==> src/gex_map.vh <==
`ifndef GEX_MAP_VH
`define GEX_MAP_VH
// Four-bit base of the seven-bit target address; select pins fill the low three bits
`define GEX_ADDR_BASE    4'h4
// Command values held in the register pointer
`define GEX_CMD_INPUT    2'h0
`define GEX_CMD_OUTPUT   2'h1
`define GEX_CMD_INVERT   2'h2
`define GEX_CMD_DIR      2'h3
// Register defaults after power-on
`define GEX_RST_OUTPUT   8'hFF
`define GEX_RST_INVERT   8'h00
`define GEX_RST_DIR      8'hFF
`define GEX_RST_INPUT    8'hFF
// Bit count of one byte, minus one
`define GEX_BIT_LAST     3'h7
`endif

==> src/gex_port.v <==
`default_nettype none
`include "gex_map.vh"
module gex_port #(
    parameter W = 8
) (
    input  wire         mclk,      // System clock
    input  wire         rst_b,     // Async reset, active low
    input  wire [W-1:0] dir_cfg,   // 1 = input, 0 = output
    input  wire [W-1:0] out_val,   // Output value register
    output reg  [W-1:0] pu_on,     // Pull-up driver enable
    output reg  [W-1:0] pd_on      // Pull-down driver enable
);
    genvar i;
    generate
        for (i = 0; i < W; i = i + 1) begin : g_pin
            always @(posedge mclk or negedge rst_b) begin
                if (!rst_b) begin
                    pu_on[i] <= 1'b0;
                    pd_on[i] <= 1'b0;
                end else begin
                    // Input pin: both drivers off; output: exactly one on
                    pu_on[i] <= ~dir_cfg[i] & out_val[i];
                    pd_on[i] <= ~dir_cfg[i] & ~out_val[i];
                end
            end
        end
    endgenerate
endmodule
`default_nettype wire

==> src/gex_sync.v <==
`default_nettype none
module gex_sync #(
    parameter W = 1
) (
    input  wire         mclk,    // System clock
    input  wire         rst_b,   // Async reset, active low
    input  wire [W-1:0] d_in,    // Asynchronous input
    output wire [W-1:0] q_out    // Synchronised output
);
    reg [W-1:0] s1_r;
    reg [W-1:0] s2_r;

    always @(posedge mclk or negedge rst_b) begin
        if (!rst_b) begin
            s1_r <= {W{1'b1}};
            s2_r <= {W{1'b1}};
        end else begin
            s1_r <= d_in;
            s2_r <= s1_r;
        end
    end

    assign q_out = s2_r;
endmodule
`default_nettype wire

==> src/gex_top.v <==
// Behaviour
// - Input pin: both pin drivers off, high impedance.
// - Output pin: exactly one driver on, chosen by output value bit.
// - Any edge on an input-mode pin raises the interrupt.
// - Interrupt withdrawn when the pin returns to its earlier level.
// - Interrupt withdrawn when the controller reads the input port.
// - Read clear happens at the acknowledge bit after clock rise.
// - Changes after a clear are detected again and re-raise interrupt.
// - Traffic to other targets leaves interrupt state alone.
// - Output-mode pins never raise the interrupt.
// - Output-to-input switch may raise interrupt on mismatch.
// - Interrupt pin is open-drain, pull-down only.
// - Reset loads all registers and bus state defaults.
// - Bytes shift most significant bit first.
// - Data fall with clock high is START; rise is STOP.
// - Data stable while clock high; changes are conditions.
// - Eight data bits then one acknowledge bit, any byte count.
// - Addressed receiver acknowledges every byte, low through clock high.
// - Missing acknowledge ends read; device releases data line.
// - Address last bit: 1 read, 0 write.
// - Select pins all low gives target address 20h.
// - First write byte is command; 00h-03h pick registers.
// - Direction 1 is input, 0 is output.
// - Input register shows pin levels, inverted per polarity bit.
// - Pointer never auto-advances.
`default_nettype none
`include "gex_map.vh"
module gex_top #(
    parameter W = 8
) (
    input  wire         mclk,               // 100 MHz system clock
    input  wire         rst_b,              // Power-on reset, active low
    input  wire         scl_in,             // Serial clock pin
    input  wire         sda_in,             // Serial data pin level
    output reg          sda_out,            // Serial data drive value
    output reg          sda_oe,             // Serial data drive enable
    input  wire         addr_sel_bit_low,   // Address select pin 0
    input  wire         addr_sel_bit_mid,   // Address select pin 1
    input  wire         addr_sel_bit_high,  // Address select pin 2
    input  wire [W-1:0] port_in,            // Port pin levels
    output wire [W-1:0] pin_pullup_driver,  // Per-pin pull-up enable
    output wire [W-1:0] pin_pulldown_driver,// Per-pin pull-down enable
    output reg          irq_out,            // Interrupt drive value
    output reg          irq_oe              // Interrupt drive enable
);
    localparam ST_IDLE  = 3'h0;
    localparam ST_ADDR  = 3'h1;
    localparam ST_AACK  = 3'h2;
    localparam ST_WR    = 3'h3;
    localparam ST_WACK  = 3'h4;
    localparam ST_RD    = 3'h5;
    localparam ST_RACK  = 3'h6;

    wire         scl_s;
    wire         sda_s;
    wire [2:0]   asel_s;
    wire [W-1:0] pin_s;

    gex_sync #(.W(2)) u_bus_sync (
        .mclk  (mclk),
        .rst_b (rst_b),
        .d_in  ({scl_in, sda_in}),
        .q_out ({scl_s, sda_s})
    );
    gex_sync #(.W(3)) u_asel_sync (
        .mclk  (mclk),
        .rst_b (rst_b),
        .d_in  ({addr_sel_bit_high, addr_sel_bit_mid, addr_sel_bit_low}),
        .q_out (asel_s)
    );
    gex_sync #(.W(W)) u_pin_sync (
        .mclk  (mclk),
        .rst_b (rst_b),
        .d_in  (port_in),
        .q_out (pin_s)
    );

    reg         scl_d_r;
    reg         sda_d_r;
    reg [2:0]   state_r;
    reg [2:0]   bit_r;
    reg [7:0]   shift_r;
    reg         first_wr_r;
    reg [1:0]   ptr_r;
    reg [W-1:0] out_r;
    reg [W-1:0] inv_r;
    reg [W-1:0] dir_r;
    reg [W-1:0] snap_r;
    reg         rd_clear_r;
    reg         byte_full_r;

    wire scl_rise = scl_s & ~scl_d_r;
    wire scl_fall = ~scl_s & scl_d_r;
    // Conditions only while clock stays high; data edges there are not data
    wire start_c  = scl_s & scl_d_r & sda_d_r & ~sda_s;
    wire stop_c   = scl_s & scl_d_r & ~sda_d_r & sda_s;

    // Input register view: raw level xor polarity bit
    wire [W-1:0] in_view = pin_s ^ inv_r;

    function [7:0] reg_sel;
        input [1:0] p;
        begin
            case (p)
                `GEX_CMD_INPUT:  reg_sel = in_view;
                `GEX_CMD_OUTPUT: reg_sel = out_r;
                `GEX_CMD_INVERT: reg_sel = inv_r;
                `GEX_CMD_DIR:    reg_sel = dir_r;
                default:         reg_sel = 8'h00;
            endcase
        end
    endfunction

    // Byte the read side will send next; pointer never moves
    wire [7:0] rd_byte = reg_sel(ptr_r);

    // Target address match on the upper seven bits of the first byte
    wire addr_hit = (shift_r[7:1] == {`GEX_ADDR_BASE, asel_s});

    // Interrupt: any input-mode pin differing from the snapshot
    wire [W-1:0] diff = (pin_s ^ snap_r) & dir_r;

    always @(posedge mclk or negedge rst_b) begin
        if (!rst_b) begin
            scl_d_r <= 1'b1;
            sda_d_r <= 1'b1;
        end else begin
            scl_d_r <= scl_s;
            sda_d_r <= sda_s;
        end
    end

    // Bus state machine; all registers take defaults on reset
    always @(posedge mclk or negedge rst_b) begin
        if (!rst_b) begin
            state_r    <= ST_IDLE;
            bit_r      <= 3'h0;
            shift_r    <= 8'h00;
            first_wr_r <= 1'b0;
            ptr_r      <= `GEX_CMD_INPUT;
            out_r      <= `GEX_RST_OUTPUT;
            inv_r      <= `GEX_RST_INVERT;
            dir_r      <= `GEX_RST_DIR;
            sda_out    <= 1'b0;
            sda_oe     <= 1'b0;
            rd_clear_r <= 1'b0;
            byte_full_r <= 1'b0;
        end else begin
            rd_clear_r <= 1'b0;
            if (start_c) begin
                state_r     <= ST_ADDR;
                bit_r       <= 3'h0;
                byte_full_r <= 1'b0;
                sda_oe      <= 1'b0;
            end else if (stop_c) begin
                state_r <= ST_IDLE;
                sda_oe  <= 1'b0;
            end else begin
                case (state_r)
                    ST_IDLE: begin
                        sda_oe <= 1'b0;
                    end
                    ST_ADDR, ST_WR: begin
                        if (scl_rise) begin
                            shift_r <= {shift_r[6:0], sda_s};
                            bit_r   <= bit_r + 3'h1;
                            // Eighth rise seen; the START fall must not count
                            byte_full_r <= (bit_r == `GEX_BIT_LAST);
                        end
                        if (scl_fall) begin
                            byte_full_r <= 1'b0;
                        end
                        if (scl_fall && byte_full_r && sda_oe == 1'b0 &&
                            state_r == ST_ADDR) begin
                            if (addr_hit) begin
                                sda_out <= 1'b0;
                                sda_oe  <= 1'b1;
                                state_r <= ST_AACK;
                            end else begin
                                state_r <= ST_IDLE;
                            end
                        end
                        if (scl_fall && byte_full_r && state_r == ST_WR) begin
                            if (first_wr_r)
                                ptr_r <= shift_r[1:0];
                            else if (ptr_r == `GEX_CMD_OUTPUT)
                                out_r <= shift_r;
                            else if (ptr_r == `GEX_CMD_INVERT)
                                inv_r <= shift_r;
                            else if (ptr_r == `GEX_CMD_DIR)
                                dir_r <= shift_r;
                            first_wr_r <= 1'b0;
                            sda_out    <= 1'b0;
                            sda_oe     <= 1'b1;
                            state_r    <= ST_WACK;
                        end
                    end
                    ST_AACK: begin
                        if (scl_fall) begin
                            bit_r <= 3'h0;
                            if (shift_r[0]) begin
                                shift_r <= {rd_byte[6:0], 1'b0};
                                sda_out <= rd_byte[7];
                                sda_oe  <= 1'b1;
                                bit_r   <= 3'h1;
                                state_r <= ST_RD;
                            end else begin
                                sda_oe     <= 1'b0;
                                first_wr_r <= 1'b1;
                                state_r    <= ST_WR;
                            end
                        end
                    end
                    ST_WACK: begin
                        if (scl_fall) begin
                            sda_oe  <= 1'b0;
                            bit_r   <= 3'h0;
                            state_r <= ST_WR;
                        end
                    end
                    ST_RD: begin
                        if (scl_fall) begin
                            if (bit_r == 3'h0) begin
                                sda_oe  <= 1'b0;  // Hand line to controller
                                state_r <= ST_RACK;
                            end else begin
                                sda_out <= shift_r[7];
                                shift_r <= {shift_r[6:0], 1'b0};
                                bit_r   <= bit_r + 3'h1;
                            end
                        end
                    end
                    ST_RACK: begin
                        if (scl_rise) begin
                            // Clear at the acknowledge clock rise
                            rd_clear_r <= (ptr_r == `GEX_CMD_INPUT);
                            if (sda_s)
                                state_r <= ST_IDLE;
                        end
                        if (scl_fall) begin
                            // Same register again: no auto-advance
                            shift_r <= {rd_byte[6:0], 1'b0};
                            sda_out <= rd_byte[7];
                            sda_oe  <= 1'b1;
                            bit_r   <= 3'h1;
                            state_r <= ST_RD;
                        end
                    end
                    default: state_r <= ST_IDLE;
                endcase
            end
        end
    end

    // Snapshot of pin levels as last read; held until the next input read
    always @(posedge mclk or negedge rst_b) begin
        if (!rst_b) begin
            snap_r <= `GEX_RST_INPUT;
        end else if (rd_clear_r) begin
            snap_r <= pin_s;
        end
    end

    // Open-drain: only ever pulls low
    always @(posedge mclk or negedge rst_b) begin
        if (!rst_b) begin
            irq_out <= 1'b0;
            irq_oe  <= 1'b0;
        end else begin
            irq_out <= 1'b0;
            irq_oe  <= |diff & ~rd_clear_r;
        end
    end

    gex_port #(.W(W)) u_port (
        .mclk    (mclk),
        .rst_b   (rst_b),
        .dir_cfg (dir_r),
        .out_val (out_r),
        .pu_on   (pin_pullup_driver),
        .pd_on   (pin_pulldown_driver)
    );
endmodule
`default_nettype wire

==> config.mk <==
export PLATFORM = sky130hd
export DESIGN_NAME = gex_top
export DESIGN_NICKNAME = d
export VERILOG_FILES = /design/src/gex_port.v /design/src/gex_sync.v /design/src/gex_top.v
export VERILOG_INCLUDE_DIRS = /design/src
export SDC_FILE = /design/constraint.sdc
export NUM_CORES = 1
export LEC_CHECK = 0
export BUFFER_PORTS_ARGS = -buffer_cell sky130_fd_sc_hd__buf_2
export CORE_MARGIN = 2
export CORE_UTILIZATION = 50
export CTS_BUF_LIST = sky130_fd_sc_hd__clkbuf_16
export DETAILED_ROUTE_END_ITERATION = 8
export PLACE_DENSITY = 0.68
export SYNTH_ARGS = -nofsm -noshare
export SYNTH_HDL_FRONTEND = slang
export SYNTH_SLANG_ARGS = --single-unit
==> constraint.sdc <==
create_clock -name mclk -period 3.8 [get_ports mclk]
set_input_delay 0.57 -clock mclk [delete_from_list [all_inputs] [get_ports mclk]]
set_output_delay 0.57 -clock mclk [all_outputs]
set_load 0.02 [all_outputs]
==> flow_summary.ini <==
[run_status]
status = completed

[worst_setup_path]
crit_path_end = shift_r[4]
crit_fanout = 10
path_class = reg -> reg
reg2reg_depth = 6
arrival_ns = 2.97
r2r-start = scl_d_r
crit_start = scl_d_r
regToRegSetupSlack_ns = 1.06
worstPathRequired_ns = 4.02
cp-end-kind = flip-flop
critPathLaunchType = flip-flop
r2r-end = shift_r[4]

[cts]
tritoncts = built
cts_num_sinks = 98
clk_latency_ns = 0.34
numCtsBuffers = 9
clockBufferDepth = 2
clk_pin_slew_worst_paths_ns = 0.07
clockRootBuffer = clkbuf_16
htreeDepth = 3
hold_buffers = 0
post_cts_buffers = 0
ctsResizeCount = 0

[floorplanning]
io_pins = 35
core_mm2 = 0.00859
initial_core_util_pct = 51.0
row_count = 34
die_y_um = 97.6
die_area_mm2 = 0.00953
die_w_um = 97.6

[timing]
tns_ns = 0
rsz0062_at_grt = false
fin_crit_sh_pct = 72.2
layout_min_cycle_time_ns = 2.74
slew_headroom_pct = 34.4
fmaxAchievable_mhz = 364
slew_viol_final = 0
tightest_slew_ns = 0.984
clock_skew_ns = 0.00684
setup_viol = 0
hold_viol_final = 0

[worst_hold_path]
hold_path_class = in -> reg

[grt]
grt.total_usage_pct = 18.7
grt.overflow.total = 0
grt_antenna_before_repair = 0
grt_pass1_vias = 2750
grt_pass1_wl_um = 13900
grt_max_degree = 81

[cells_and_area]
fill_cells = 737
final_cells = 494
layout.nets = 406
diodes = 0
layout-drive-gt1-share_pct = 33.7
syn2layout_area_growth_pct = 11.5

[detailed_routing]
wire_per_inst_um = 16.8
dr.pass1.iters = 4
ant_nets = 0
route.vias.total = 2724
drc = 0
vias_per_cell = 5.51
drt_iter0_drc = 145
drt_wl_total_um = 8290

[logic_synthesis]
synthArstFlopShare_pct = 100
syn_area_per_cell_um2 = 12.4
synth_cell_type_count = 55
yosysWarningCount = 0
yosys_register_bits = 98
synth_edf_count = 0
synthCells = 353
synthFlopType = dfstp_2
synth_area_mm2 = 0.00438
syn_nets = 378
yosysSeqAreaShare_pct = 57.4

[job]
cap_viol_max_count = 0

[power]
power.density_mw_per_mm2 = 491
p_leak_nw = 2.20
ir_worst_vdd_mv = 0.232

[placed_design]
gp_congestion = 0.829
place_hpwl_um = 5680
portBuffers = 33
dp.cells = 478
==> flip-flops by register name, indices dropped and copies added (netlist names), 8 cells and up <==
signal,flops
dir_r,8
inv_r,8
out_r,8
shift_r,8
snap_r,8
u_pin_sync.q_out,8
u_pin_sync.s1_r,8
u_port.pd_on,8
u_port.pu_on,8
==> cells by family (layout without fill, tap and decap cells) <==
| family | count (synthesis) | after routing | share of synthesized area [%] |
|---|---|---|---|
| flip-flops | 98 | 98 | 57.4 |
| AND/OR/NAND/NOR | 84 | 84 | 9.96 |
| AO/OA/AOI/OAI | 73 | 73 | 11.9 |
| multiplexers | 43 | 43 | 11.6 |
| buffers and inverters | 26 | 59 | 2.54 |
| XOR/XNOR | 18 | 18 | 3.60 |
| adder cells (fa/ha/maj) | 10 | 10 | 2.85 |
| other | 1 | 1 | 0.0856 |
==> worst min-delay path by stage <==
stage                             start                    to  slack, ns  depth (start not counted)
floorplan                         rst_b              bit_r[0]       0.27                          0
global placement     u_pin_sync.s1_r[5]   u_pin_sync.q_out[5]       0.35                          0
CTS                          port_in[3]    u_pin_sync.s1_r[3]       0.31                          1
global route                     scl_in    u_bus_sync.s1_r[1]       0.31                          1
detailed placement  u_asel_sync.s1_r[0]  u_asel_sync.q_out[0]       0.35                          0
finish                           scl_in    u_bus_sync.s1_r[1]       0.32                          1
==> metrics by stage <==
stage               hold slack [ns]  power [W]  setup slack, ns  util (%)  cell area [µm²]
floorplan                     0.274    0.00147             1.36         -             4380
global placement              0.346    0.00157             1.13      53.7             4620
detailed placement            0.347    0.00158             1.08      53.7             4620
CTS                           0.313    0.00242             1.07      56.9             4890
global route                  0.306    0.00252            0.894      56.9             4890
finish                        0.321    0.00240             1.06      56.9             4890
==> Yosys cell counts (2+ instances only) <==
master | instances | area (µm²)
mux2_4 | 7 | 105
nor3_1 | 2 | 10.0
nor4_1 | 2 | 12.5
o22ai_1 | 3 | 18.8
ha_1 | 10 | 125
nand2_1 | 20 | 75.1
nand3b_1 | 3 | 22.5
mux2_1 | 14 | 158
xor2_1 | 15 | 131
o21bai_1 | 4 | 30.0
buf_2 | 2 | 10.0
dfstp_2 | 52 | 1370
xnor2_1 | 3 | 26.3
o2bb2ai_1 | 2 | 17.5
o41ai_1 | 2 | 17.5
a22o_1 | 2 | 17.5
nand3_1 | 3 | 15.0
nand2b_1 | 4 | 25.0
mux2_2 | 21 | 236
inv_1 | 9 | 33.8
a21oi_1 | 12 | 60.1
clkbuf_1 | 12 | 45.0
o21ai_0 | 17 | 85.1
and3_1 | 2 | 12.5
nor2_1 | 21 | 78.8
and2_1 | 2 | 12.5
dfrtp_1 | 46 | 1150
nor2b_1 | 18 | 113
a22oi_1 | 8 | 60.1
a222oi_1 | 8 | 80.1
a32o_1 | 2 | 20.0
or3_1 | 2 | 12.5
==> where the power goes <==
part / internal [W] / switching, W / leakage (nW)
registers: 0.00113 / 0.000117 / 1.13
logic: 0.000160 / 0.000153 / 0.924
clock network: 0.000445 / 0.000391 / 0.142
total: 0.00174 / 0.000662 / 2.20
==> worst max-delay path: stages, from the launching register on <==
cell     delay (ns)
dfstp_2        0.54
ha_1           0.32
inv_1          0.13
and3_1         0.19
or4_4          0.51
or3_1          0.57
mux2_4         0.37
==> cell type report <==
| cell class | instances | area [µm²] | share of cell area (%) |
|---|---|---|---|
| clock inverters | 7 | 46.3 | 0.947 |
| clock buffers | 9 | 225 | 4.61 |
| multi-input cells | 229 | 1750 | 35.9 |
| well taps | 108 | 135 | 2.76 |
| inverters | 9 | 33.8 | 0.691 |
| repair buffers | 34 | 175 | 3.58 |
| flip-flops and latches | 98 | 2520 | 51.5 |
==> metal layers <==
layer  GRT usage [%]  part of all wire [%]
met4            6.94                   1.7
met3            4.03                   4.4
met5               0                     0
met1            25.9                    47
met2            29.0                    46
==> placed cells by master, fill, tap and decap left out, types with 3 or more instances in the layout <==
cell type	n
ha_1	10
nor2_1	21
inv_1	11
xor2_1	15
nand3b_1	3
o21ai_0	17
a22oi_1	8
mux2_1	14
dfstp_2	52
nor2b_1	18
clkbuf_16	9
dfrtp_1	46
nand2b_1	4
mux2_4	7
a222oi_1	8
nand2_1	20
o21bai_1	4
xnor2_1	3
buf_2	32
o22ai_1	3
nand3_1	3
a21oi_1	12
mux2_2	21
Power figures use the tool's default switching activity.
